--- src/inc/hdu_defs.vh ---
// constants of the half-duplex uart: register map, fields, resets, timing
// assumes a 20 MHz clk and an AXI4-Lite master with an 8-bit byte address
// Operation
// - frame format 0..3 selects 7+1, 7+2, 8+1, 8+2 character and stop bits.
// - parity inserted unless disabled; kinds: fixed 0, fixed 1, odd, even.
// - odd or even parity counts ones over character plus parity bit.
// - break control forces every transmitted bit, start to stop, to zero.
// - separate overrun, parity and framing flags plus a summary error flag.
// - reception error flags change only when reception completes.
// - flags hold their values until the next reception completes.
// - overrun when a character completes before the buffer was read.
// - parity error on wrong fixed bit or wrong odd or even count.
// - framing error when an expected stop bit samples low.
// - break received when start through stop were all zero.
// - async mode always divides the serial clock by eight.
// - bit count and divide setting derive automatically from the mode.
// - baud rate is one over overflow period times two times eight.
// - the baud clock comes from the internal compare timer output.
// - a start edge in the completion cycle is missed.
// - data write launches a frame; reception is off while sending.
// - a start bit counts only when low beyond half a bit.
// - async mode select at one enables the uart.
// - the line is left high after transmission.
`ifndef HDU_DEFS_VH
`define HDU_DEFS_VH
// register byte offsets
`define HDU_OFF_CTRL    8'h00
`define HDU_OFF_FMT     8'h04
`define HDU_OFF_STAT    8'h08
`define HDU_OFF_DATA    8'h0c
`define HDU_OFF_CMP     8'h10
`define HDU_OFF_TMODE   8'h14
// control fields
`define HDU_CTRL_ASYNC  0
`define HDU_CTRL_STE    1
`define HDU_CTRL_CKM    2
// format fields
`define HDU_FMT_NPE     0
`define HDU_FMT_PM_LO   1
`define HDU_FMT_PM_HI   2
`define HDU_FMT_FM_LO   3
`define HDU_FMT_FM_HI   4
`define HDU_FMT_BRK     5
// status fields
`define HDU_ST_ORE      0
`define HDU_ST_PE       1
`define HDU_ST_FE       2
`define HDU_ST_ERR      3
`define HDU_ST_BRK      4
`define HDU_ST_FULL     5
`define HDU_ST_TXB      6
`define HDU_ST_RXB      7
// reset values
`define HDU_CTRL_RST    8'h00
`define HDU_FMT_RST     8'h00
`define HDU_CMP_RST     8'h00
`define HDU_TMODE_RST   8'h00
// parity kinds
`define HDU_PAR_ZERO    2'h0
`define HDU_PAR_ONE     2'h1
`define HDU_PAR_ODD     2'h2
`define HDU_PAR_EVEN    2'h3
// timing: timer overflows per bit is 2 x 8 = 16
`define HDU_SUB_LAST    4'hf
`define HDU_SUB_HALF    4'h7
// bus answers
`define HDU_RESP_OKAY   2'h0
`define HDU_RESP_SLVERR 2'h2
`endif

--- src/logic/hdu_baud.v ---
// baud timer: prescaler plus compare counter, one tick per overflow
// assumes run is low whenever the uart is not in async mode
`timescale 1ns/1ns
module hdu_baud (
	input  wire       clk,
	input  wire       rst,
	input  wire       run,
	input  wire [7:0] compare,
	input  wire [1:0] prescale,
	output reg        tick
);
	reg  [3:0] pre_cnt;
	reg  [7:0] cnt;
	reg        pre_hit;

	// prescale 0: clk, 1: clk/4, other: clk/16
	always @* begin
		case (prescale)
			2'h0:    pre_hit = 1'b1;
			2'h1:    pre_hit = (pre_cnt[1:0] == 2'h3);
			default: pre_hit = (pre_cnt == 4'hf);
		endcase
	end

	// overflow period is (compare + 1) timer clocks
	always @(posedge clk) begin
		if (rst || !run) begin
			pre_cnt <= 4'h0;
			cnt     <= 8'h00;
			tick    <= 1'b0;
		end else begin
			pre_cnt <= pre_cnt + 4'h1;
			tick    <= 1'b0;
			if (pre_hit) begin
				if (cnt >= compare) begin
					cnt  <= 8'h00;
					tick <= 1'b1;
				end else begin
					cnt <= cnt + 8'h01;
				end
			end
		end
	end
endmodule // hdu_baud

--- src/logic/hdu_uart.v ---
// half-duplex async serial interface with an AXI4-Lite register slave
// assumes rx_line is already synchronous to clk and idles high
//
// Local design decisions: the AXI4-Lite slave port and the register addresses.
`timescale 1ns/1ns
`include "hdu_defs.vh"
module hdu_uart (
	input  wire        clk,
	input  wire        rst,
	input  wire [7:0]  s_axi_awaddr,
	input  wire        s_axi_awvalid,
	output reg         s_axi_awready,
	input  wire [31:0] s_axi_wdata,
	input  wire [3:0]  s_axi_wstrb,
	input  wire        s_axi_wvalid,
	output reg         s_axi_wready,
	output reg  [1:0]  s_axi_bresp,
	output reg         s_axi_bvalid,
	input  wire        s_axi_bready,
	input  wire [7:0]  s_axi_araddr,
	input  wire        s_axi_arvalid,
	output reg         s_axi_arready,
	output reg  [31:0] s_axi_rdata,
	output reg  [1:0]  s_axi_rresp,
	output reg         s_axi_rvalid,
	input  wire        s_axi_rready,
	input  wire        rx_line,
	output reg         tx_line,
	output reg         serial_done_irq
);
	localparam RX_IDLE  = 3'b001;
	localparam RX_START = 3'b010;
	localparam RX_DATA  = 3'b100;

	reg  [7:0]  serial_control_reg;
	reg  [7:0]  format_reg;
	reg  [7:0]  baud_timer_compare;
	reg  [7:0]  baud_timer_mode;
	reg  [7:0]  aw_q;
	reg  [7:0]  w_q;
	reg         w_lane0;
	reg         aw_have;
	reg         w_have;
	reg         tx_busy;
	reg  [11:0] tx_frame;
	reg  [3:0]  tx_left;
	reg  [3:0]  tx_sub;
	reg  [2:0]  rx_state;
	reg         rx_prev;
	reg  [3:0]  rx_sub;
	reg  [3:0]  rx_idx;
	reg  [11:0] rx_bits;
	reg  [7:0]  shift_buffer;
	reg         rx_full;
	reg         overrun_flag;
	reg         parity_error_flag;
	reg         framing_error_flag;
	reg         any_error_flag;
	reg         break_rx_flag;
	reg  [3:0]  frame_len;
	reg  [3:0]  n_char;
	reg  [11:0] next_tx_frame;
	reg  [7:0]  tx_char;
	reg         tx_par;
	reg  [11:0] rx_word;
	reg  [7:0]  rx_char;
	reg         rx_pbit;
	reg         rx_par_bad;
	reg         rx_stop_bad;
	reg  [3:0]  stop_pos;
	reg  [7:0]  rd_mux;
	reg         rd_ok;
	integer     i;
	wire        baud_tick;

	// control decode
	wire       async_mode_select = serial_control_reg[`HDU_CTRL_ASYNC];
	wire       parity_disable    = format_reg[`HDU_FMT_NPE];
	wire [1:0] parity_kind       = format_reg[`HDU_FMT_PM_HI:`HDU_FMT_PM_LO];
	wire       frame_format_hi   = format_reg[`HDU_FMT_FM_HI];
	wire       frame_format_lo   = format_reg[`HDU_FMT_FM_LO];
	wire       break_control     = format_reg[`HDU_FMT_BRK];
	wire       rx_busy           = (rx_state != RX_IDLE);

	// bus strobes
	wire wr_fire  = aw_have && w_have && !s_axi_bvalid;
	wire wr_en    = wr_fire && w_lane0;
	wire rd_fire  = s_axi_arvalid && s_axi_arready;
	wire rd_data  = rd_fire && (s_axi_araddr == `HDU_OFF_DATA);
	wire tx_go    = wr_en && (aw_q == `HDU_OFF_DATA) && async_mode_select && !tx_busy && !rx_busy;
	wire tx_fin   = tx_busy && baud_tick && (tx_sub == `HDU_SUB_LAST) && (tx_left == 4'h0);
	wire rx_fin   = (rx_state == RX_DATA) && baud_tick && (rx_sub == `HDU_SUB_LAST) &&
			(rx_idx == frame_len - 4'h1);

	// timer runs only in async mode; the clock select bit is not consulted
	hdu_baud u_baud (
		.clk      (clk),
		.rst      (rst),
		.run      (async_mode_select),
		.compare  (baud_timer_compare),
		.prescale (baud_timer_mode[1:0]),
		.tick     (baud_tick)
	);

	// bits after the start bit, derived from frame format and parity
	always @* begin
		n_char    = frame_format_hi ? 4'h8 : 4'h7;
		frame_len = n_char + {3'h0, ~parity_disable} + (frame_format_lo ? 4'h2 : 4'h1);
		stop_pos  = n_char + {3'h0, ~parity_disable};
	end

	// transmit frame image, lsb first, start bit in bit 0
	always @* begin
		tx_char = frame_format_hi ? w_q : {1'b0, w_q[6:0]};
		case (parity_kind)
			`HDU_PAR_ZERO: tx_par = 1'b0;
			`HDU_PAR_ONE:  tx_par = 1'b1;
			`HDU_PAR_ODD:  tx_par = ~(^tx_char);
			default:       tx_par = ^tx_char;
		endcase
		next_tx_frame = 12'hfff;
		next_tx_frame[0] = 1'b0;
		for (i = 0; i < 8; i = i + 1) begin
			if (i < n_char) begin
				next_tx_frame[i + 1] = tx_char[i];
			end
		end
		if (!parity_disable) begin
			next_tx_frame[n_char + 4'h1] = tx_par;
		end
		if (break_control) begin
			next_tx_frame = 12'h000;
		end
	end

	// transmitter: each bit lasts 16 timer overflows
	always @(posedge clk) begin
		if (rst) begin
			tx_busy  <= 1'b0;
			tx_frame <= 12'hfff;
			tx_left  <= 4'h0;
			tx_sub   <= 4'h0;
			tx_line  <= 1'b1;
		end else if (tx_go) begin
			tx_busy  <= 1'b1;
			tx_frame <= next_tx_frame;
			tx_left  <= frame_len;
			tx_sub   <= 4'h0;
			tx_line  <= next_tx_frame[0];
		end else if (tx_busy && baud_tick) begin
			if (tx_sub == `HDU_SUB_LAST) begin
				tx_sub <= 4'h0;
				if (tx_left == 4'h0) begin
					tx_busy <= 1'b0;
					tx_line <= 1'b1;
				end else begin
					tx_frame <= {1'b1, tx_frame[11:1]};
					tx_line  <= tx_frame[1];
					tx_left  <= tx_left - 4'h1;
				end
			end else begin
				tx_sub <= tx_sub + 4'h1;
			end
		end
	end

	// received frame with the final sample merged in
	always @* begin
		rx_word = rx_bits;
		rx_word[rx_idx] = rx_line;
		rx_char = frame_format_hi ? rx_word[7:0] : {1'b0, rx_word[6:0]};
		rx_pbit = rx_word[n_char];
		case (parity_kind)
			`HDU_PAR_ZERO: rx_par_bad = rx_pbit;
			`HDU_PAR_ONE:  rx_par_bad = ~rx_pbit;
			`HDU_PAR_ODD:  rx_par_bad = ~(^rx_char ^ rx_pbit);
			default:       rx_par_bad = ^rx_char ^ rx_pbit;
		endcase
		if (parity_disable) begin
			rx_par_bad = 1'b0;
		end
		rx_stop_bad = ~rx_word[stop_pos];
		if (frame_format_lo && !rx_word[stop_pos + 4'h1]) begin
			rx_stop_bad = 1'b1;
		end
	end

	// receiver state machine and reception flags
	always @(posedge clk) begin
		if (rst) begin
			rx_state           <= RX_IDLE;
			rx_prev            <= 1'b1;
			rx_sub             <= 4'h0;
			rx_idx             <= 4'h0;
			rx_bits            <= 12'h000;
			shift_buffer       <= 8'h00;
			rx_full            <= 1'b0;
			overrun_flag       <= 1'b0;
			parity_error_flag  <= 1'b0;
			framing_error_flag <= 1'b0;
			any_error_flag     <= 1'b0;
			break_rx_flag      <= 1'b0;
		end else begin
			rx_prev <= rx_line;
			if (rd_data) begin
				rx_full <= 1'b0;
			end
			case (rx_state)
				RX_IDLE: begin
					// edges are seen only here, so one in the completion cycle is lost
					if (async_mode_select && !tx_busy && rx_prev && !rx_line) begin
						rx_state <= RX_START;
						rx_sub   <= 4'h0;
					end
				end
				RX_START: begin
					if (!async_mode_select || (baud_tick && rx_line)) begin
						rx_state <= RX_IDLE; // too short to be a start bit
					end else if (baud_tick) begin
						if (rx_sub == `HDU_SUB_HALF) begin
							rx_state <= RX_DATA;
							rx_sub   <= 4'h0;
							rx_idx   <= 4'h0;
							rx_bits  <= 12'h000;
						end else begin
							rx_sub <= rx_sub + 4'h1;
						end
					end
				end
				RX_DATA: begin
					if (!async_mode_select) begin
						rx_state <= RX_IDLE;
					end else if (baud_tick) begin
						if (rx_sub == `HDU_SUB_LAST) begin
							rx_sub <= 4'h0; // mid-bit sample
							rx_bits[rx_idx] <= rx_line;
							rx_idx <= rx_idx + 4'h1;
						end else begin
							rx_sub <= rx_sub + 4'h1;
						end
					end
				end
				default: begin
					rx_state <= RX_IDLE;
				end
			endcase
			// flags are renewed only here and hold otherwise
			if (rx_fin) begin
				rx_state           <= RX_IDLE;
				shift_buffer       <= rx_char;
				rx_full            <= 1'b1; // set wins over the read clear
				overrun_flag       <= rx_full;
				parity_error_flag  <= rx_par_bad;
				framing_error_flag <= rx_stop_bad;
				any_error_flag     <= rx_full | rx_par_bad | rx_stop_bad;
				break_rx_flag      <= ~(|rx_word);
			end
		end
	end

	// completion pulse for both directions
	always @(posedge clk) begin
		if (rst) begin
			serial_done_irq <= 1'b0;
		end else begin
			serial_done_irq <= tx_fin | rx_fin;
		end
	end

	// write channels: address and data taken in either order, answer after both
	always @(posedge clk) begin
		if (rst) begin
			s_axi_awready <= 1'b1;
			s_axi_wready  <= 1'b1;
			s_axi_bvalid  <= 1'b0;
			s_axi_bresp   <= `HDU_RESP_OKAY;
			aw_have       <= 1'b0;
			w_have        <= 1'b0;
			aw_q          <= 8'h00;
			w_q           <= 8'h00;
			w_lane0       <= 1'b0;
		end else begin
			if (s_axi_awvalid && s_axi_awready) begin
				aw_q          <= s_axi_awaddr;
				aw_have       <= 1'b1;
				s_axi_awready <= 1'b0;
			end
			if (s_axi_wvalid && s_axi_wready) begin
				w_q          <= s_axi_wdata[7:0];
				w_lane0      <= s_axi_wstrb[0];
				w_have       <= 1'b1;
				s_axi_wready <= 1'b0;
			end
			if (wr_fire) begin
				aw_have      <= 1'b0;
				w_have       <= 1'b0;
				s_axi_bvalid <= 1'b1;
				case (aw_q)
					`HDU_OFF_CTRL, `HDU_OFF_FMT, `HDU_OFF_STAT,
					`HDU_OFF_DATA, `HDU_OFF_CMP, `HDU_OFF_TMODE: s_axi_bresp <= `HDU_RESP_OKAY;
					default: s_axi_bresp <= `HDU_RESP_SLVERR;
				endcase
			end
			if (s_axi_bvalid && s_axi_bready) begin
				s_axi_bvalid  <= 1'b0;
				s_axi_awready <= 1'b1;
				s_axi_wready  <= 1'b1;
			end
		end
	end

	// software-written registers; status and data writes store nothing here
	always @(posedge clk) begin
		if (rst) begin
			serial_control_reg <= `HDU_CTRL_RST;
			format_reg         <= `HDU_FMT_RST;
			baud_timer_compare <= `HDU_CMP_RST;
			baud_timer_mode    <= `HDU_TMODE_RST;
		end else if (wr_en) begin
			case (aw_q)
				`HDU_OFF_CTRL:  serial_control_reg <= {5'h00, w_q[2:0]};
				`HDU_OFF_FMT:   format_reg         <= {2'h0, w_q[5:0]};
				`HDU_OFF_CMP:   baud_timer_compare <= w_q;
				`HDU_OFF_TMODE: baud_timer_mode    <= {6'h00, w_q[1:0]};
				default: begin
				end
			endcase
		end
	end

	// read decode
	always @* begin
		rd_ok = 1'b1;
		case (s_axi_araddr)
			`HDU_OFF_CTRL:  rd_mux = serial_control_reg;
			`HDU_OFF_FMT:   rd_mux = format_reg;
			`HDU_OFF_STAT:  rd_mux = {rx_busy, tx_busy, rx_full, break_rx_flag, any_error_flag,
						framing_error_flag, parity_error_flag, overrun_flag};
			`HDU_OFF_DATA:  rd_mux = shift_buffer;
			`HDU_OFF_CMP:   rd_mux = baud_timer_compare;
			`HDU_OFF_TMODE: rd_mux = baud_timer_mode;
			default: begin
				rd_mux = 8'h00;
				rd_ok  = 1'b0;
			end
		endcase
	end

	// read channel: answer one cycle after the address is taken
	always @(posedge clk) begin
		if (rst) begin
			s_axi_arready <= 1'b1;
			s_axi_rvalid  <= 1'b0;
			s_axi_rdata   <= 32'h00000000;
			s_axi_rresp   <= `HDU_RESP_OKAY;
		end else begin
			if (rd_fire) begin
				s_axi_arready <= 1'b0;
				s_axi_rvalid  <= 1'b1;
				s_axi_rdata   <= {24'h000000, rd_mux};
				s_axi_rresp   <= rd_ok ? `HDU_RESP_OKAY : `HDU_RESP_SLVERR;
			end
			if (s_axi_rvalid && s_axi_rready) begin
				s_axi_rvalid  <= 1'b0;
				s_axi_arready <= 1'b1;
			end
		end
	end
endmodule // hdu_uart

--- config.mk ---
export PLATFORM = sky130hd
export DESIGN_NAME = hdu_uart
export DESIGN_NICKNAME = d
export VERILOG_FILES = /design/src/logic/hdu_baud.v /design/src/logic/hdu_uart.v
export VERILOG_INCLUDE_DIRS = /design/src /design/src/inc
export SDC_FILE = /design/constraint.sdc
export NUM_CORES = 1
export LEC_CHECK = 0
export ABC_AREA = 1
export BUFFER_PORTS_ARGS = -buffer_cell sky130_fd_sc_hd__buf_2
export CAP_MARGIN = 30
export CORE_ASPECT_RATIO = 0.7
export CORE_MARGIN = 8
export CORE_UTILIZATION = 57
export CTS_CLUSTER_SIZE = 14
export DETAILED_ROUTE_END_ITERATION = 10
export MAX_ROUTING_LAYER = met4
export PLACE_DENSITY = 0.8
export SETUP_SLACK_MARGIN = 0.15
export SLEW_MARGIN = 25
export SYNTH_ARGS = -nofsm -noshare
export SYNTH_HDL_FRONTEND = slang
export SYNTH_SLANG_ARGS = --single-unit
--- constraint.sdc ---
create_clock -name clk -period 4.1 [get_ports clk]
set_clock_uncertainty 0.2 [all_clocks]
set_input_delay 0.82 -clock clk [delete_from_list [all_inputs] [get_ports clk]]
set_output_delay 0.82 -clock clk [all_outputs]
set_load 0.05 [all_outputs]
---- After elaboration in Yosys (flattened, before gate mapping) ----
Cells that the tools add are included.
storage, ports and cells
  flip-flop bits (word level) ............. 129
  input bits .............................. 60
operators by class
  bitwise operators ....................... 11
  multiplexer cells ....................... 84
  order comparisons ....................... 16
  add/subtract/negate cells ............... 11
  equal/unequal tests ..................... 34
  reduce and logical (&&, ||, !) cells .... 66
operators by type and width
  operator                                             number
  two-way mux 12 bit                                   12
  two-way mux 4 bit                                    19
  one-hot mux 8 bit (6 select lines)                   1
  equality test 8 x 4 -> 1 bit, second input constant  4
  equality test 8 x 5 -> 1 bit, second input constant  4
  two-way mux 1 bit                                    27
  logical AND 1 bit                                    26
  < comparator 4 x 5 -> 1 bit, second input constant   5
  adder 4 x 1 -> 4 bit, second input constant          6
  bitwise mux 12 bit                                   2
  two-way mux 8 bit                                    3
  one-hot mux 12 bit (2 select lines)                  1
  equality test 8 x 3 -> 1 bit, second input constant  2
  logical NOT 8 bit                                    2
  < comparator 3 x 4 -> 1 bit, first input constant    4
  XOR reduction 8 bit                                  2
  two-way mux 3 bit                                    5
  binary-select mux 1 bit (select 4 bit)               3
  equality test 4 bit, second input constant           3
  != test 2 bit, second input constant                 6
  one-hot mux 4 bit (3 select lines)                   1
  OR reduction 12 bit                                  1
  OR reduction 2 bit                                   6
  OR reduction 6 bit                                   2
  39 further kinds                                     75

---- Logic depth before layout (Yosys ltp) ----
Gate-level depths: netlist of run 1.
  word-level depth ........................ 13
  gate-level depth with buffers ........... 16
  gate-level depth less buffers ........... 16

---- Cells and area by module ----
Synthesis of run 1 repeated with hierarchy kept, for this count alone.
second synthesis, totals
  cell total of the unflattened synthesis .. 912
  area, all modules ....................... 6764.0 sq um
modules (own cells, without submodules)
  module    area an instance (sq um)  cells an instance  sequential area each (sq um)  instances
  hdu_uart  5968.2                    803                2262.2                        1
  hdu_baud  795.8                     109                260.2                         1

---- Worst setup path before layout of run 1 ----
Ideal clock, no wire load.
  kind .................................... reg2reg
  start point ............................. register format_reg[0]
  end point ............................... register shift_buffer[1]
  clock period less this slack ............ 3.249 ns
  stages on the path, launching flop included .. 15
  path slack .............................. 0.851 ns
  buffers on the path ..................... 1
  data arrival time ....................... 2.924 ns
  cell sequence ........................... dfxtp_1 inv_1 ha_1 clkinv_1 ha_1 fa_1 inv_1 ha_1 xor2_1 nand3_1 nor4_2 nand2_1 buf_2 nand3_1 o21ai_1
between the ends
  cells in the longest elaborated chain, start to end .. 6
ends and longest elaborated chain
  element                    RTL line        text
  start, declared            hdu_uart.v:36   reg [7:0] format_reg;
  start signal, assigned     hdu_uart.v:316  format_reg <= `HDU_FMT_RST;
  start signal, assigned     hdu_uart.v:322  `HDU_OFF_FMT: format_reg <= {2'h0, w_q[5:0]};
  NOT 1 bit                  hdu_uart.v:108  frame_len = n_char + {3'h0, ~parity_disable} + (frame_format_lo ? 4'h2 : 4'h1);
  adder 4 x 1 -> 4 bit       hdu_uart.v:108
  adder 4 x 2 -> 4 bit       hdu_uart.v:108
  subtractor 4 x 1 -> 4 bit  hdu_uart.v:93   (rx_idx == frame_len - 4'h1);
  equality test 4 bit        hdu_uart.v:93
  logical AND 1 bit          hdu_uart.v:92   wire rx_fin = (rx_state == RX_DATA) && baud_tick && (rx_sub == `HDU_SUB_LAST) &&
  end signal, assigned       hdu_uart.v:250  shift_buffer <= rx_char;
  end, declared              hdu_uart.v:53   reg [7:0] shift_buffer;
Every way passes these cells.
A chain may end at the register's enable or synchronous reset.

---- Worst setup path after layout of run 1 ----
  start point ............................. register format_reg[0]
  end point ............................... register shift_buffer[5]
The elaborated chain is that of the path after synthesis.

==> results of run 1 <==
synthesized netlist by cell type (2+ instances only):
library cell	instances
sky130_fd_sc_hd__clkbuf_1	12
sky130_fd_sc_hd__a21oi_1	69
sky130_fd_sc_hd__nor3_4	2
sky130_fd_sc_hd__buf_2	6
sky130_fd_sc_hd__nor3b_1	4
sky130_fd_sc_hd__a21oi_2	2
sky130_fd_sc_hd__clkinv_1	3
sky130_fd_sc_hd__dfxtp_1	126
sky130_fd_sc_hd__buf_4	31
sky130_fd_sc_hd__o2111ai_1	4
sky130_fd_sc_hd__a211oi_1	9
sky130_fd_sc_hd__o221ai_1	2
sky130_fd_sc_hd__o21ai_0	59
sky130_fd_sc_hd__o21ai_1	16
sky130_fd_sc_hd__ha_1	27
sky130_fd_sc_hd__nand3_1	44
sky130_fd_sc_hd__xor2_1	15
sky130_fd_sc_hd__o211ai_1	10
sky130_fd_sc_hd__nor2_2	2
sky130_fd_sc_hd__o22ai_1	10
sky130_fd_sc_hd__a41oi_1	2
sky130_fd_sc_hd__inv_2	8
sky130_fd_sc_hd__nor3_2	3
sky130_fd_sc_hd__buf_6	2
sky130_fd_sc_hd__a211oi_2	8
sky130_fd_sc_hd__nand4_1	7
sky130_fd_sc_hd__o21a_1	4
sky130_fd_sc_hd__inv_1	97
sky130_fd_sc_hd__nand2_2	5
sky130_fd_sc_hd__fa_1	2
sky130_fd_sc_hd__nand2_1	199
sky130_fd_sc_hd__nor3_1	13
sky130_fd_sc_hd__nand3b_1	3
sky130_fd_sc_hd__nor4_1	2
sky130_fd_sc_hd__nor2_1	89
cell usage in the layout, fill, tap and decap left out, types with 3 or more instances in the layout:
cell and instances:
sky130_fd_sc_hd__o21ai_1 16, sky130_fd_sc_hd__nor2_1 89, sky130_fd_sc_hd__a211oi_2 8, sky130_fd_sc_hd__buf_2 49
sky130_fd_sc_hd__o21ai_0 59, sky130_fd_sc_hd__nor3_1 12, sky130_fd_sc_hd__conb_1 26, sky130_fd_sc_hd__buf_4 9
sky130_fd_sc_hd__nand3b_1 3, sky130_fd_sc_hd__o22ai_1 10, sky130_fd_sc_hd__a211oi_1 9, sky130_fd_sc_hd__nand2_1 198
sky130_fd_sc_hd__ha_1 27, sky130_fd_sc_hd__a21oi_1 69, sky130_fd_sc_hd__nand2_2 6, sky130_fd_sc_hd__inv_2 9
sky130_fd_sc_hd__nor3_2 4, sky130_fd_sc_hd__dfxtp_1 126, sky130_fd_sc_hd__nor3b_1 4, sky130_fd_sc_hd__clkinv_2 8
sky130_fd_sc_hd__clkbuf_16 17, sky130_fd_sc_hd__nand3_1 44, sky130_fd_sc_hd__o21a_1 4, sky130_fd_sc_hd__clkinv_1 3
sky130_fd_sc_hd__o211ai_1 10, sky130_fd_sc_hd__inv_1 96, sky130_fd_sc_hd__nand4_1 7, sky130_fd_sc_hd__o2111ai_1 4
sky130_fd_sc_hd__xor2_1 15
area by class of cell:
type                    count  area [um^2]
multi-input cells         651         3466
clock inverters            13        123.9
clock buffers              18        439.2
fillers                  1006         4054
flip-flops and latches    126         2522
inverters                 108        405.4
repair buffers             58        312.8
well taps                 157        196.4
worst register-to-register path, stage by stage, from the launching register on:
cell                       delay (ps)
sky130_fd_sc_hd__dfxtp_1          440
sky130_fd_sc_hd__inv_1            130
sky130_fd_sc_hd__ha_1             390
sky130_fd_sc_hd__clkinv_1         120
sky130_fd_sc_hd__ha_1             220
sky130_fd_sc_hd__fa_1             530
sky130_fd_sc_hd__inv_1             60
sky130_fd_sc_hd__ha_1             300
sky130_fd_sc_hd__xor2_1           130
sky130_fd_sc_hd__nand3_1          100
sky130_fd_sc_hd__nor4_2           330
sky130_fd_sc_hd__nand2_2          230
sky130_fd_sc_hd__inv_2            120
sky130_fd_sc_hd__nand2_2          140
sky130_fd_sc_hd__o21ai_1          190
logic make-up after synthesis:
family | Yosys count | synth area share
DFF | 126 | 0.3807
and+or+nand+nor | 378 | 0.2457
AOI/OAI and AO/OA | 202 | 0.1833
adders and majority gates | 29 | 0.05702
buffers and inverters | 160 | 0.1116
xor gates and xnor gates | 16 | 0.02115
other | 1 | 0.0005659
stage by stage:
| stage | std cells | instance area (um^2) |
|---|---|---|
| 6_report | 1131 | 7466 |
| 5_1_grt | 1131 | 7466 |
| 4_1_cts | 1128 | 7436 |
| 3_5_place_dp | 1097 | 6873 |
| 3_3_place_gp | 1097 | 6873 |
| 2_1_floorplan | 937 | 6720 |
worst paths after layout:
kind / cells after the start / slack [ps] / end / start
setup / recovery: 14 / 390 / shift_buffer[5] / format_reg[0]
hold / removal: 1 / 250 / u_baud.pre_cnt[0] / u_baud.pre_cnt[0]
setup reg to reg: 14 / 390 / shift_buffer[5] / format_reg[0]
hold reg to reg: 1 / 250 / u_baud.pre_cnt[0] / u_baud.pre_cnt[0]
per-layer routing:
metal	track usage	share of wire	vias to the layer above
met4	0.09252	0.012	0
met3	0.03984	0.080	22
met2	0.3075	0.42	201
li1	-	-	3072
met1	0.3220	0.49	2730
met5	-	0	-
power groups by stage:
stage	Combinational, mW	Sequential, mW	Clock, mW
after floorplan	0.196	1.32	0
after global placement	0.252	1.30	0
after detailed placement	0.256	1.30	0
after CTS	0.258	1.27	1.46
after global routing	0.288	1.28	1.51
final	0.261	1.27	1.45
repair_timing:
item | 4_1_cts | 5_1_grt
buffers inserted | 0 | 3
endpoints found under the setup margin | 0 | 16
resized for setup | 0 | 1
==> results.md, run 1 <==
Power and ir drop:
- The reported net switching power is approximately 0.78 mW.
- In this run the static leakage power is approximately 3.3 nW.
- The internal power is around 2.2 mW.
- The peak supply drop is approximately 0.31 mV.
- The combinational fraction of design power is 0.087.
- The share of total power dissipated in the clock network is 0.487.
- The share of power burned in registers is 0.426.
- Summing internal, switching and leakage power gives ~3 mW.
- The switching share of total power is 0.2613.
- For this design the ratio of total power to cell area is approximately 400 nW/um^2.

Global route:
- The first global-routing pass estimated approximately 27000 um of wire.
- Global routing finished with a remaining overflow of 0.
- The via count of the first global-routing pass is 5421.
- The total global-route track usage is 0.2262.
- The pin count of the biggest net entering global routing is 38.
- The number of antenna violations at the first check in global routing was 0.

Layout:
- The repair_antennas step left the layout with diodes totalling 0.
- The area added between synthesis and finish is 12.67%.
- The largest registers in the layout are rx_bits (12), tx_frame (11).
- More flip-flops sit in one register than any other, and that register is rx_bits.
- The net count of the finished layout is 1051.
- The fraction of the core area covered by cells at the end of the flow is 0.6481.
- In the final layout, the share of cells above drive strength 1 is 0.1324.
- The register with the most flip-flops in the layout has 12 of them.

Timing:
- The worst path needs 3709 ps of the cycle, external delays included.
- Setup repair after global routing left no endpoint under its margin.
- The peak clock frequency supported by timing is around 0.27 GHz.
- The count of final setup violators is 0.
- The final-report max-slew violation count is 0.
- The tightest hold path in the finished design has a slack of 252.4 ps.
- The post-layout worst setup margin is approximately 390 ps.
- The slew at the pin with the worst max-slew slack is around 750 ps.
- The final critical-path share of the clock period is 0.9046.
- The total negative slack for setup checks is 0 ps.
- The hold violation count in the final report is 0.
- The worst pin sits at a relative slew slack of 0.4974.

Synthesis:
- The synthesis warning total is 0.
- Ranked by total cell area, the synthesized netlist is headed by sky130_fd_sc_hd__dfxtp_1 38%, sky130_fd_sc_hd__nand2_1 11%, sky130_fd_sc_hd__inv_1 5.5%.
- In the synthesized netlist the dominant register cell turns out to be sky130_fd_sc_hd__dfxtp_1.
- The average cell area after synthesis is between 7 and 8 um^2.
- Of all cell types, the one taking the most synthesized area is sky130_fd_sc_hd__dfxtp_1.
- After synthesis, the share of flip-flops with an asynchronous set or reset is 0.
- Synthesis inferred 126 register bits.
- The top cell type's share of synthesized area is 0.3807.
- Counting distinct cell types in the post-synthesis netlist gives 50.
- After technology mapping, the gate count stands at a little over 900.
- The share of the yosys chip area belonging to registers is 0.3807.
- In this run the cell area of the synthesized design comes to 6626 um^2.
- The count of flip-flops with a built-in enable after synthesis is 0.

CTS:
- The CTS tree is done.
- The clock passes through at most 2 buffers.
- The root buffer cell chosen for the clock tree is sky130_fd_sc_hd__clkbuf_16.
- The H-tree depth reported by CTS is 4.
- The source-to-sink clock delay at the later pin of the worst-skew pair is between 400 and 500 ps.
- For this design, the sink count on the clock tree is approximately 130.
- Counting the buffers created by CTS gives 17.
- The clock input transition at the sequential cells of the worst setup and hold paths is around 60 ps.
- For this design, the CTS-stage hold fixing added 0 buffers.

Setup path:
- STA classifies the critical path startpoint as a register.
- STA puts the critical path data required time at roughly 4300 ps.
- The nature of the critical path endpoint is a register.
- The data arrival time of the critical path is approximately 3900 ps.
- The classification of the worst setup path is reg -> reg.
- The largest fanout on the critical path is 11.
- The cell type of the slowest stage on the worst timing path is sky130_fd_sc_hd__fa_1.
- Counting both buffers and inverters, the worst setup path holds a total of 4.
- For this run, the slowest stage of the critical path takes approximately 530 ps.
- Traced cell by cell, the critical path runs through inv_1, ha_1, clkinv_1, ha_1, fa_1, inv_1, ha_1, xor2_1, nand3_1, nor4_2, nand2_2, inv_2, nand2_2, o21ai_1.
- The cell occurring most often along the worst timing path is sky130_fd_sc_hd__ha_1.
- Among cell families on the critical path, the largest total delay comes from adder cells.

Placement:
- Detailed placement ended at an HPWL of ~12000 um.
- The setup slack at placement is around 360 ps.
- Routability-driven placement finished with a final weighted congestion of around 0.93.
- During placement, the flow inserted port buffers numbering just under 50.

Floorplanning:
- The floorplan has 33 rows.
- The area inside the core boundary is between 10000 and 15000 um^2.
- The floorplan step defined a die boundary enclosing about 15000 um^2.
- Pin placement for this block handled ~100 I/O pins.
- The initial utilization of the core area, before any placement, comes to 0.5752.
- From bottom edge to top edge, the die measures between 100 and 150 um.
- The overall die width is about 140 um.

Detailed routing:
- After detailed routing, the number of vias per cell comes to around 5.3.
- The total via count in the routed design is about 6000.
- The detailed router finished its first iteration with 531 violations.
- The number of iterations in the first detailed-routing pass is 5.
- The sum of routed wire length over all layers is about 16000 um.
- The post-detailed-route wirelength per cell is between 10 and 15 um.
- In this run the remaining antenna-violating nets after routing total 0.
- In the routed design, unresolved DRC markers number 0.

Worst hold path:
- The worst hold path belongs to the class reg -> reg.

Outcome:
- The run finished with clean final reports.

Flow run:
- The number of maximum-capacitance constraint violations is 0.
No activity file was read; power rests on OpenSTA's default activity.
==> run 2, diff against run 1 <==
--- a/config.mk
+++ b/config.mk
@@ -6,7 +6,6 @@
 export SDC_FILE = /design/constraint.sdc
 export NUM_CORES = 1
 export LEC_CHECK = 0
-export ABC_AREA = 1
 export BUFFER_PORTS_ARGS = -buffer_cell sky130_fd_sc_hd__buf_2
 export CAP_MARGIN = 30
 export CORE_ASPECT_RATIO = 0.7
==> results.md, run 2 <==
Synthesis:
- By area the synthesized netlist is led by sky130_fd_sc_hd__dfxtp_1 39%, sky130_fd_sc_hd__mux2i_1 8.4%, sky130_fd_sc_hd__ha_1 5.2%.
- The synthesis warning total is 0 (unchanged).
- The share of the yosys chip area belonging to registers came to 0.3868 (+0.006135).
- The number of cells produced by synthesis is 770 (-16%).
- For this run, the leading register cell type out of synthesis is sky130_fd_sc_hd__dfxtp_1.
- The count of flip-flops with a built-in enable after synthesis is 0 (unchanged).
- The count of state elements after synthesis came to 126 (unchanged).
- The share of async-settable or async-resettable flops after synthesis is 0 (unchanged).
- The top cell type's share of synthesized area came to 0.3868 (+0.006135).
- The average cell area after synthesis is 8.469 um^2 (+17%).
- The total standard cell area after synthesis was 6521 um^2 (-1.6%).
- By count the netlist is led by 126 x sky130_fd_sc_hd__dfxtp_1, 84 x sky130_fd_sc_hd__nor2_1, 73 x sky130_fd_sc_hd__nand2_1.
- In the post-synthesis netlist, the cell with the most instances is sky130_fd_sc_hd__dfxtp_1.
- The count of different cell masters after synthesis came to 57 (+14%).
- The synthesized design spends more area on one cell type than any other, namely sky130_fd_sc_hd__dfxtp_1.

CTS:
- CTS placed an instance of sky130_fd_sc_hd__clkbuf_16 at the clock tree root.
- The number of sinks on the clock net was 126 (unchanged).
- The clock input transition at the sequential cells of the worst setup and hold paths is 60 ps (about the same).
- The maximum number of buffers from clock root to sink was 2 (unchanged).
- TritonCTS built the clock tree.
- The source-to-sink clock delay at the later pin of the worst-skew pair is 420 ps (about the same).
- The number of buffers inserted during clock tree synthesis was 17 (unchanged).
- The count of buffers added by post-CTS timing repair for setup is 0 (unchanged).
- The hold-fix buffer count after cts is 0 (unchanged).
- The post-CTS resize count is 0 (unchanged).
- The H-tree depth reported by CTS is 4 (unchanged).

Detailed routing:
- The number of violations reported at the end of detailed-routing iteration 0 is 484 (-8.9%).
- The post-route DRC violation count is 0 (unchanged).
- The post-detailed-route wirelength per cell is 16.64 um (+14%).
- The remaining antenna violation count was 0 (unchanged).
- The total via count in the routed design is 5642 (-6.4%).
- The number of iterations in the first detailed-routing pass is 5 (unchanged).
- The via density per instance is 5.835 (+9.5%).
- The sum of routed wire length over all layers is 16100 um (-2.3%).

Floorplanning:
- The area inside the core boundary is 11090 um^2 (-3.7%).
- The vertical die dimension is 105.5 um (-0.68%).
- The overall die width came to 143.8 um (-0.71%).
- The site row count is 32 (-3.0%).
- The I/O pin total came to 103 (unchanged).
- The floorplan die area is 15170 um^2 (-1.4%).
- The starting utilization of the core area was 0.5880 (+0.01278).

Timing:
- The total negative slack for setup checks was 0 ps (unchanged).
- Setup repair after global routing left no endpoint under its margin.
- The final-report max-slew violation count is 0 (unchanged).
- The final worst hold slack is 247.6 ps (-4.824 ps).
- The post-layout worst setup margin is 386.9 ps (-4.139 ps).
- The peak clock frequency supported by timing was 0.2693 GHz (-0.11%).
- The count of final setup violators is 0 (unchanged).
- The slew at the pin with the worst max-slew slack is 860.3 ps (+112.2 ps).
- The minimum period implied by the final worst setup slack is 3713 ps (+4.139 ps).
- The worst slew slack as a fraction of its limit is 0.4252 (-0.07218).
- The final critical-path share of the clock period was 0.9056 (+0.001010).
- The hold violation count in the final report came to 0 (unchanged).

Layout:
- The area added between synthesis and finish came to 12.74% (about the same).
- The number of flip-flops in the largest register is 12 (unchanged).
- The register name with the most flops is rx_bits.
- The most common cell after layout, fill and taps aside is sky130_fd_sc_hd__dfxtp_1.
- Leaving out fill and tap cells, the most frequent cells in the layout are 126 x sky130_fd_sc_hd__dfxtp_1, 84 x sky130_fd_sc_hd__nor2_1, 73 x sky130_fd_sc_hd__nand2_1.
- The final layout net count came to 890 (-15%).
- The count of antenna diodes in the layout is 0 (unchanged).
- The fraction of final layout cells with drive strength greater than 1 was 0.1216 (-0.01082).
- The largest registers in the layout are rx_bits (12), tx_frame (11).

Global route:
- The global-route wire length before repair is 26520 um (-0.75%).
- The pin count of the biggest net entering global routing is 38 (unchanged).
- The number of antenna violations at the first check in global routing is 0 (unchanged).
- The total global-route track usage is 0.2222 (-0.003980).
- The via count of the first global-routing pass was 5444 (+0.42%).
- The total congestion overflow after global routing was 0 (unchanged).

Setup path:
- The data arrival time of the critical path is 3870 ps (about the same).
- The worst register-to-register path begins at format_reg[0].
- The highest cell delay on the worst timing path is 540 ps (about the same).
- The critical path is of the reg -> reg type.
- On the critical path, the stage with the largest delay is an instance of sky130_fd_sc_hd__fa_1.
- The total buffers and inverters traversed by the critical path is 4 (unchanged).
- The nature of the critical path endpoint is a register.
- In this run the worst setup path begins at format_reg[0].
- The required arrival time at the worst endpoint was 4250 ps (about the same).
- On the critical path the largest part of the delay comes from adder cells.
- The largest fanout on the critical path came to 22 (+11).
- The critical path goes through inv_1, ha_1, inv_1, ha_1, fa_1, inv_1, ha_1, xnor2_1, xnor2_1, nor4b_2, nand3_1, buf_4, nor3_1, a21oi_1, nor2_1.
- The worst setup path is launched from a register.

Power and ir drop:
- The combinational fraction of design power was 0.062 (-0.025).
- The share of total power in the clock network was 0.517 (+0.030).
- The power per cell area is 408.1 nW/um^2 (+1.9%).
- The total leakage power is 2.949 nW (-9.4%).
- The total power after layout came to 3.000 mW (+0.33%).
- The switching share of total power is 0.2591 (-0.002170).
- The reported net switching power is 0.7774 mW (-0.50%).
- The internal power is 2.223 mW (+0.62%).
- The share of power burned in registers is 0.421 (-0.005).
- The peak supply drop was 0.3682 mV (+20%).

Placement:
- The number of buffers inserted by port buffering is 49 (unchanged).
- The setup slack at placement is 402.7 ps (+46.93 ps).
- The half-perimeter wire length after detailed placement is 11490 um (-2.2%).
- The final estimated routing congestion in global placement is 0.9427 (+1.4%).

Flow run:
- The number of maximum-capacitance constraint violations is 0 (unchanged).

Worst hold path:
- In this run the most critical hold path is launched from tx_frame[10].
- The path category of the worst min-delay check is reg -> reg.

Outcome:
- The run finished with clean final reports.
-- run 2: path summary, 6_finish.rpt --
path                            depth (start not counted)  slack, ps         endpoint
worst min-delay path                                    2        250     tx_frame[10]
worst max register to register                         15        390  shift_buffer[7]
worst max-delay path                                   15        390  shift_buffer[7]
worst min register to register                          2        250     tx_frame[10]
-- run 2: power groups by stage --
stage               Clock, mW  Combinational, mW  Sequential [mW]
floorplan                   0              0.154             1.29
global placement            0              0.178             1.29
detailed placement          0              0.182             1.29
CTS                      1.56              0.184             1.26
global route             1.62              0.200             1.27
finish                   1.55              0.186             1.26
-- run 2: logic make-up after synthesis --
group,count (synthesis),share of synthesized area
and+or+nand+nor,273,0.2015
AOI/OAI and AO/OA,153,0.1460
DFF,126,0.3868
buffers and inverters,98,0.07329
muxes,56,0.08615
xor gates and xnor gates,34,0.04777
adders and majority gates,29,0.05794
other,1,0.0005750
-- run 2: cell type report --
cell class                      count  area (um^2)
Timing Repair Buffer               57        305.3
Sequential cell                   126         2522
Clock buffer                       18        439.2
Tap cell                          153        191.4
Fill cell                         898         3739
Inverter                           28        105.1
Clock inverter                     14        167.7
Multi-Input combinational cell    571         3621
-- run 2: per-stage QoR --
step / cell area, um^2 / util / instances
3_5_place_dp: 6739 / 0.6076 / 935
5_1_grt: 7352 / 0.6629 / 967
3_3_place_gp: 6739 / 0.6076 / 935
2_1_floorplan: 6615 / - / 795
4_1_cts: 7346 / 0.6623 / 967
6_report: 7352 / 0.6629 / 967
-- run 2: layer usage --
layer / up-vias / global-route usage / part of all wire
met5: - / - / 0
met1: 2715 / 0.2786 / 0.46
li1: 2692 / - / -
met3: 20 / 0.05453 / 0.068
met4: 0 / 0.06881 / 0.010
met2: 215 / 0.3466 / 0.47
-- run 2: worst min-delay path, stage by stage, from the launching register on --
cell and delay [ps]:
sky130_fd_sc_hd__dfxtp_1 310, sky130_fd_sc_hd__nand2_1 50, sky130_fd_sc_hd__nand2_1 40
==> run 3, diff against run 2 <==
--- a/config.mk
+++ b/config.mk
@@ -15,6 +15,7 @@
 export DETAILED_ROUTE_END_ITERATION = 10
 export MAX_ROUTING_LAYER = met4
 export PLACE_DENSITY = 0.8
+export RECOVER_POWER = 25
 export SETUP_SLACK_MARGIN = 0.15
 export SLEW_MARGIN = 25
 export SYNTH_ARGS = -nofsm -noshare
==> results.md, run 3 (same netlist as run 2, synthesis figures left out) <==
Outcome:
- The flow ran to the end, but the final reports show violations.
- The final reports fail on capacitance limit.

Layout:
- Leaving out fill and tap cells, the most frequent cell in the layout is sky130_fd_sc_hd__dfxtp_1.
- The number of flip-flops in the largest register is 12 (unchanged).
- The post-route cell area came to 7323 um^2 (-0.39%).
- The number of standard cells in the final layout excluding fillers is 967 (unchanged).
- The final layout net count came to 890 (unchanged).
- The fraction of the core area covered by cells at the end of the flow is 0.6603 (-0.002595).
- The register name with the most flops is rx_bits.
- The fill cell instance count of the final layout was 907 (+1.0%).
- The count of antenna diodes in the layout is 0 (unchanged).
- The area added between synthesis and finish is 12.30%.
- The library cells used most frequently in the layout, excluding fill and tap cells, are 126 x sky130_fd_sc_hd__dfxtp_1, 84 x sky130_fd_sc_hd__nor2_1, 73 x sky130_fd_sc_hd__nand2_1.
- The largest registers in the layout are rx_bits (12), tx_frame (11).
- The fraction of final layout cells with drive strength greater than 1 came to 0.09828 (-0.02334).

Timing:
- The peak clock frequency supported by timing came to 0.2668 GHz (-0.95%).
- The minimum period implied by the final worst setup slack was 3749 ps (+35.62 ps).
- The hold violation count in the final report was 0 (unchanged).
- The final worst hold slack is 248.2 ps (+0.5980 ps).
- The worst slew slack as a fraction of its limit was 0.006863 (-0.4184).
- The total negative slack for setup checks is 0 ps (unchanged).
- Setup repair after global routing left no endpoint under its margin.
- The final-report max-slew violation count is 0 (unchanged).
- The final critical-path share of the clock period is 0.9143 (+0.008687).
- The post-layout worst setup margin was 351.3 ps (-35.62 ps).
- The slew at the pin with the worst max-slew slack was 1490 ps (+629.4 ps).
- The count of final setup violators is 0 (unchanged).

Global route:
- The total global-route track usage was 0.2222 (unchanged).
- The number of antenna violations at the first check in global routing is 0 (unchanged).
- The pin count of the biggest net entering global routing is 38 (unchanged).
- The global-route wire length before repair is 26520 um (unchanged).
- The via count of the first global-routing pass is 5444 (unchanged).
- The total congestion overflow after global routing is 0 (unchanged).

Worst hold path:
- The number of stages on the worst hold path is 2 (unchanged).
- The worst hold path belongs to the class reg -> reg.

Detailed routing:
- The post-route DRC violation count came to 0 (unchanged).
- The post-detailed-route wirelength per cell is 16.58 um (-0.39%).
- The number of violations reported at the end of detailed-routing iteration 0 is 439 (-9.3%).
- The total via count in the routed design is 5618 (-0.43%).
- The via density per instance is 5.810 (-0.43%).
- The remaining antenna violation count was 0 (unchanged).
- The number of iterations in the first detailed-routing pass is 5 (unchanged).
- The sum of routed wire length over all layers is 16030 um (-0.39%).

Setup path:
- The required arrival time at the worst endpoint is 4240 ps (about the same).
- The critical path is of the reg -> reg type.
- The largest fanout on the critical path is 22 (unchanged).
- The nature of the critical path endpoint is a register.
- The depth of the worst register-to-register path is 15 (unchanged).
- The data arrival time of the critical path came to 3880 ps (about the same).
- STA classifies the critical path startpoint as a register.

Floorplanning:
- The I/O pin total is 103 (unchanged).
- The vertical die dimension is 105.5 um (unchanged).
- The floorplan die area was 15170 um^2 (unchanged).
- The starting utilization of the core area was 0.5880 (unchanged).
- The overall die width was 143.8 um (unchanged).
- The area inside the core boundary came to 11090 um^2 (unchanged).
- The site row count is 32 (unchanged).

Flow run:
- The number of maximum-capacitance constraint violations was 1 (+1).

Power and ir drop:
- The total power after layout is 2.997 mW (-0.11%).
- The peak supply drop is 0.3673 mV (-0.24%).
- The power per cell area is 409.2 nW/um^2 (+0.28%).
- The total leakage power came to 2.878 nW (-2.4%).

CTS:
- The H-tree depth reported by CTS is 4 (unchanged).
- The hold-fix buffer count after cts is 0 (unchanged).
- The source-to-sink clock delay at the later pin of the worst-skew pair is 420 ps (about the same).
- The maximum number of buffers from clock root to sink is 2 (unchanged).
- The number of sinks on the clock net was 126 (unchanged).
- The clock root buffer master is sky130_fd_sc_hd__clkbuf_16.
- TritonCTS built the clock tree.
- The clock input transition at the sequential cells of the worst setup and hold paths was 60 ps (about the same).
- The count of buffers added by post-CTS timing repair for setup is 0 (unchanged).
- The number of buffers inserted during clock tree synthesis is 17 (unchanged).

Placement:
- The final estimated routing congestion in global placement is 0.9427 (unchanged).
- The number of buffers inserted by port buffering is 49 (unchanged).
- The placed cell area is 6739 um^2 (unchanged).
- The half-perimeter wire length after detailed placement is 11490 um (unchanged).
- The number of placed instances, taps included came to 935 (unchanged).
- The setup slack at placement is 402.7 ps (unchanged).
[run 3: what timing repair did]
action	CTS	global route
setup endpoints to repair	0	2
resized for setup	0	1
endpoints found under the hold margin	0	0
[run 3: cell type report]
cell class | instances | area (um^2) | share of cell area
Clock inverter | 14 | 167.7 | 0.02289
Inverter | 28 | 105.1 | 0.01435
Sequential cell | 126 | 2522 | 0.3444
Timing Repair Buffer | 57 | 276.5 | 0.03776
Clock buffer | 18 | 439.2 | 0.05997
Multi-Input combinational cell | 571 | 3621 | 0.4944
Tap cell | 153 | 191.4 | 0.02614
[run 3: per-layer routing]
| layer | global-route usage | part of all wire | wire length [um] |
|---|---|---|---|
| met5 | - | 0 | 0 |
| met4 | 0.06881 | 0.012 | 193 |
| met3 | 0.05453 | 0.071 | 1137 |
| met2 | 0.3466 | 0.47 | 7458 |
| met1 | 0.2786 | 0.45 | 7244 |
[run 3: critical path, stage by stage, from the launching register on]
cell and delay [ps]:
sky130_fd_sc_hd__dfxtp_1 340, sky130_fd_sc_hd__inv_1 90, sky130_fd_sc_hd__ha_1 440, sky130_fd_sc_hd__inv_1 70, sky130_fd_sc_hd__ha_1 210, sky130_fd_sc_hd__fa_1 540
sky130_fd_sc_hd__inv_1 60, sky130_fd_sc_hd__ha_1 210, sky130_fd_sc_hd__xnor2_1 200, sky130_fd_sc_hd__xnor2_1 140, sky130_fd_sc_hd__nor4b_2 290, sky130_fd_sc_hd__nand3_1 160
sky130_fd_sc_hd__buf_4 230, sky130_fd_sc_hd__nor3_1 280, sky130_fd_sc_hd__a21oi_1 80, sky130_fd_sc_hd__nor2_1 100
[run 3: power by group]
group / internal [mW] / switching (mW) / total [mW]
Clock: 0.935 / 0.615 / 1.55
Combinational: 0.0451 / 0.138 / 0.183
Sequential: 1.24 / 0.0227 / 1.26
[run 3: final timing paths]
path / slack, ps / end / from
max: 350 / shift_buffer[7] / format_reg[0]
min: 250 / tx_frame[10] / tx_frame[10]
max reg2reg: 350 / shift_buffer[7] / format_reg[0]
min reg2reg: 250 / tx_frame[10] / tx_frame[10]
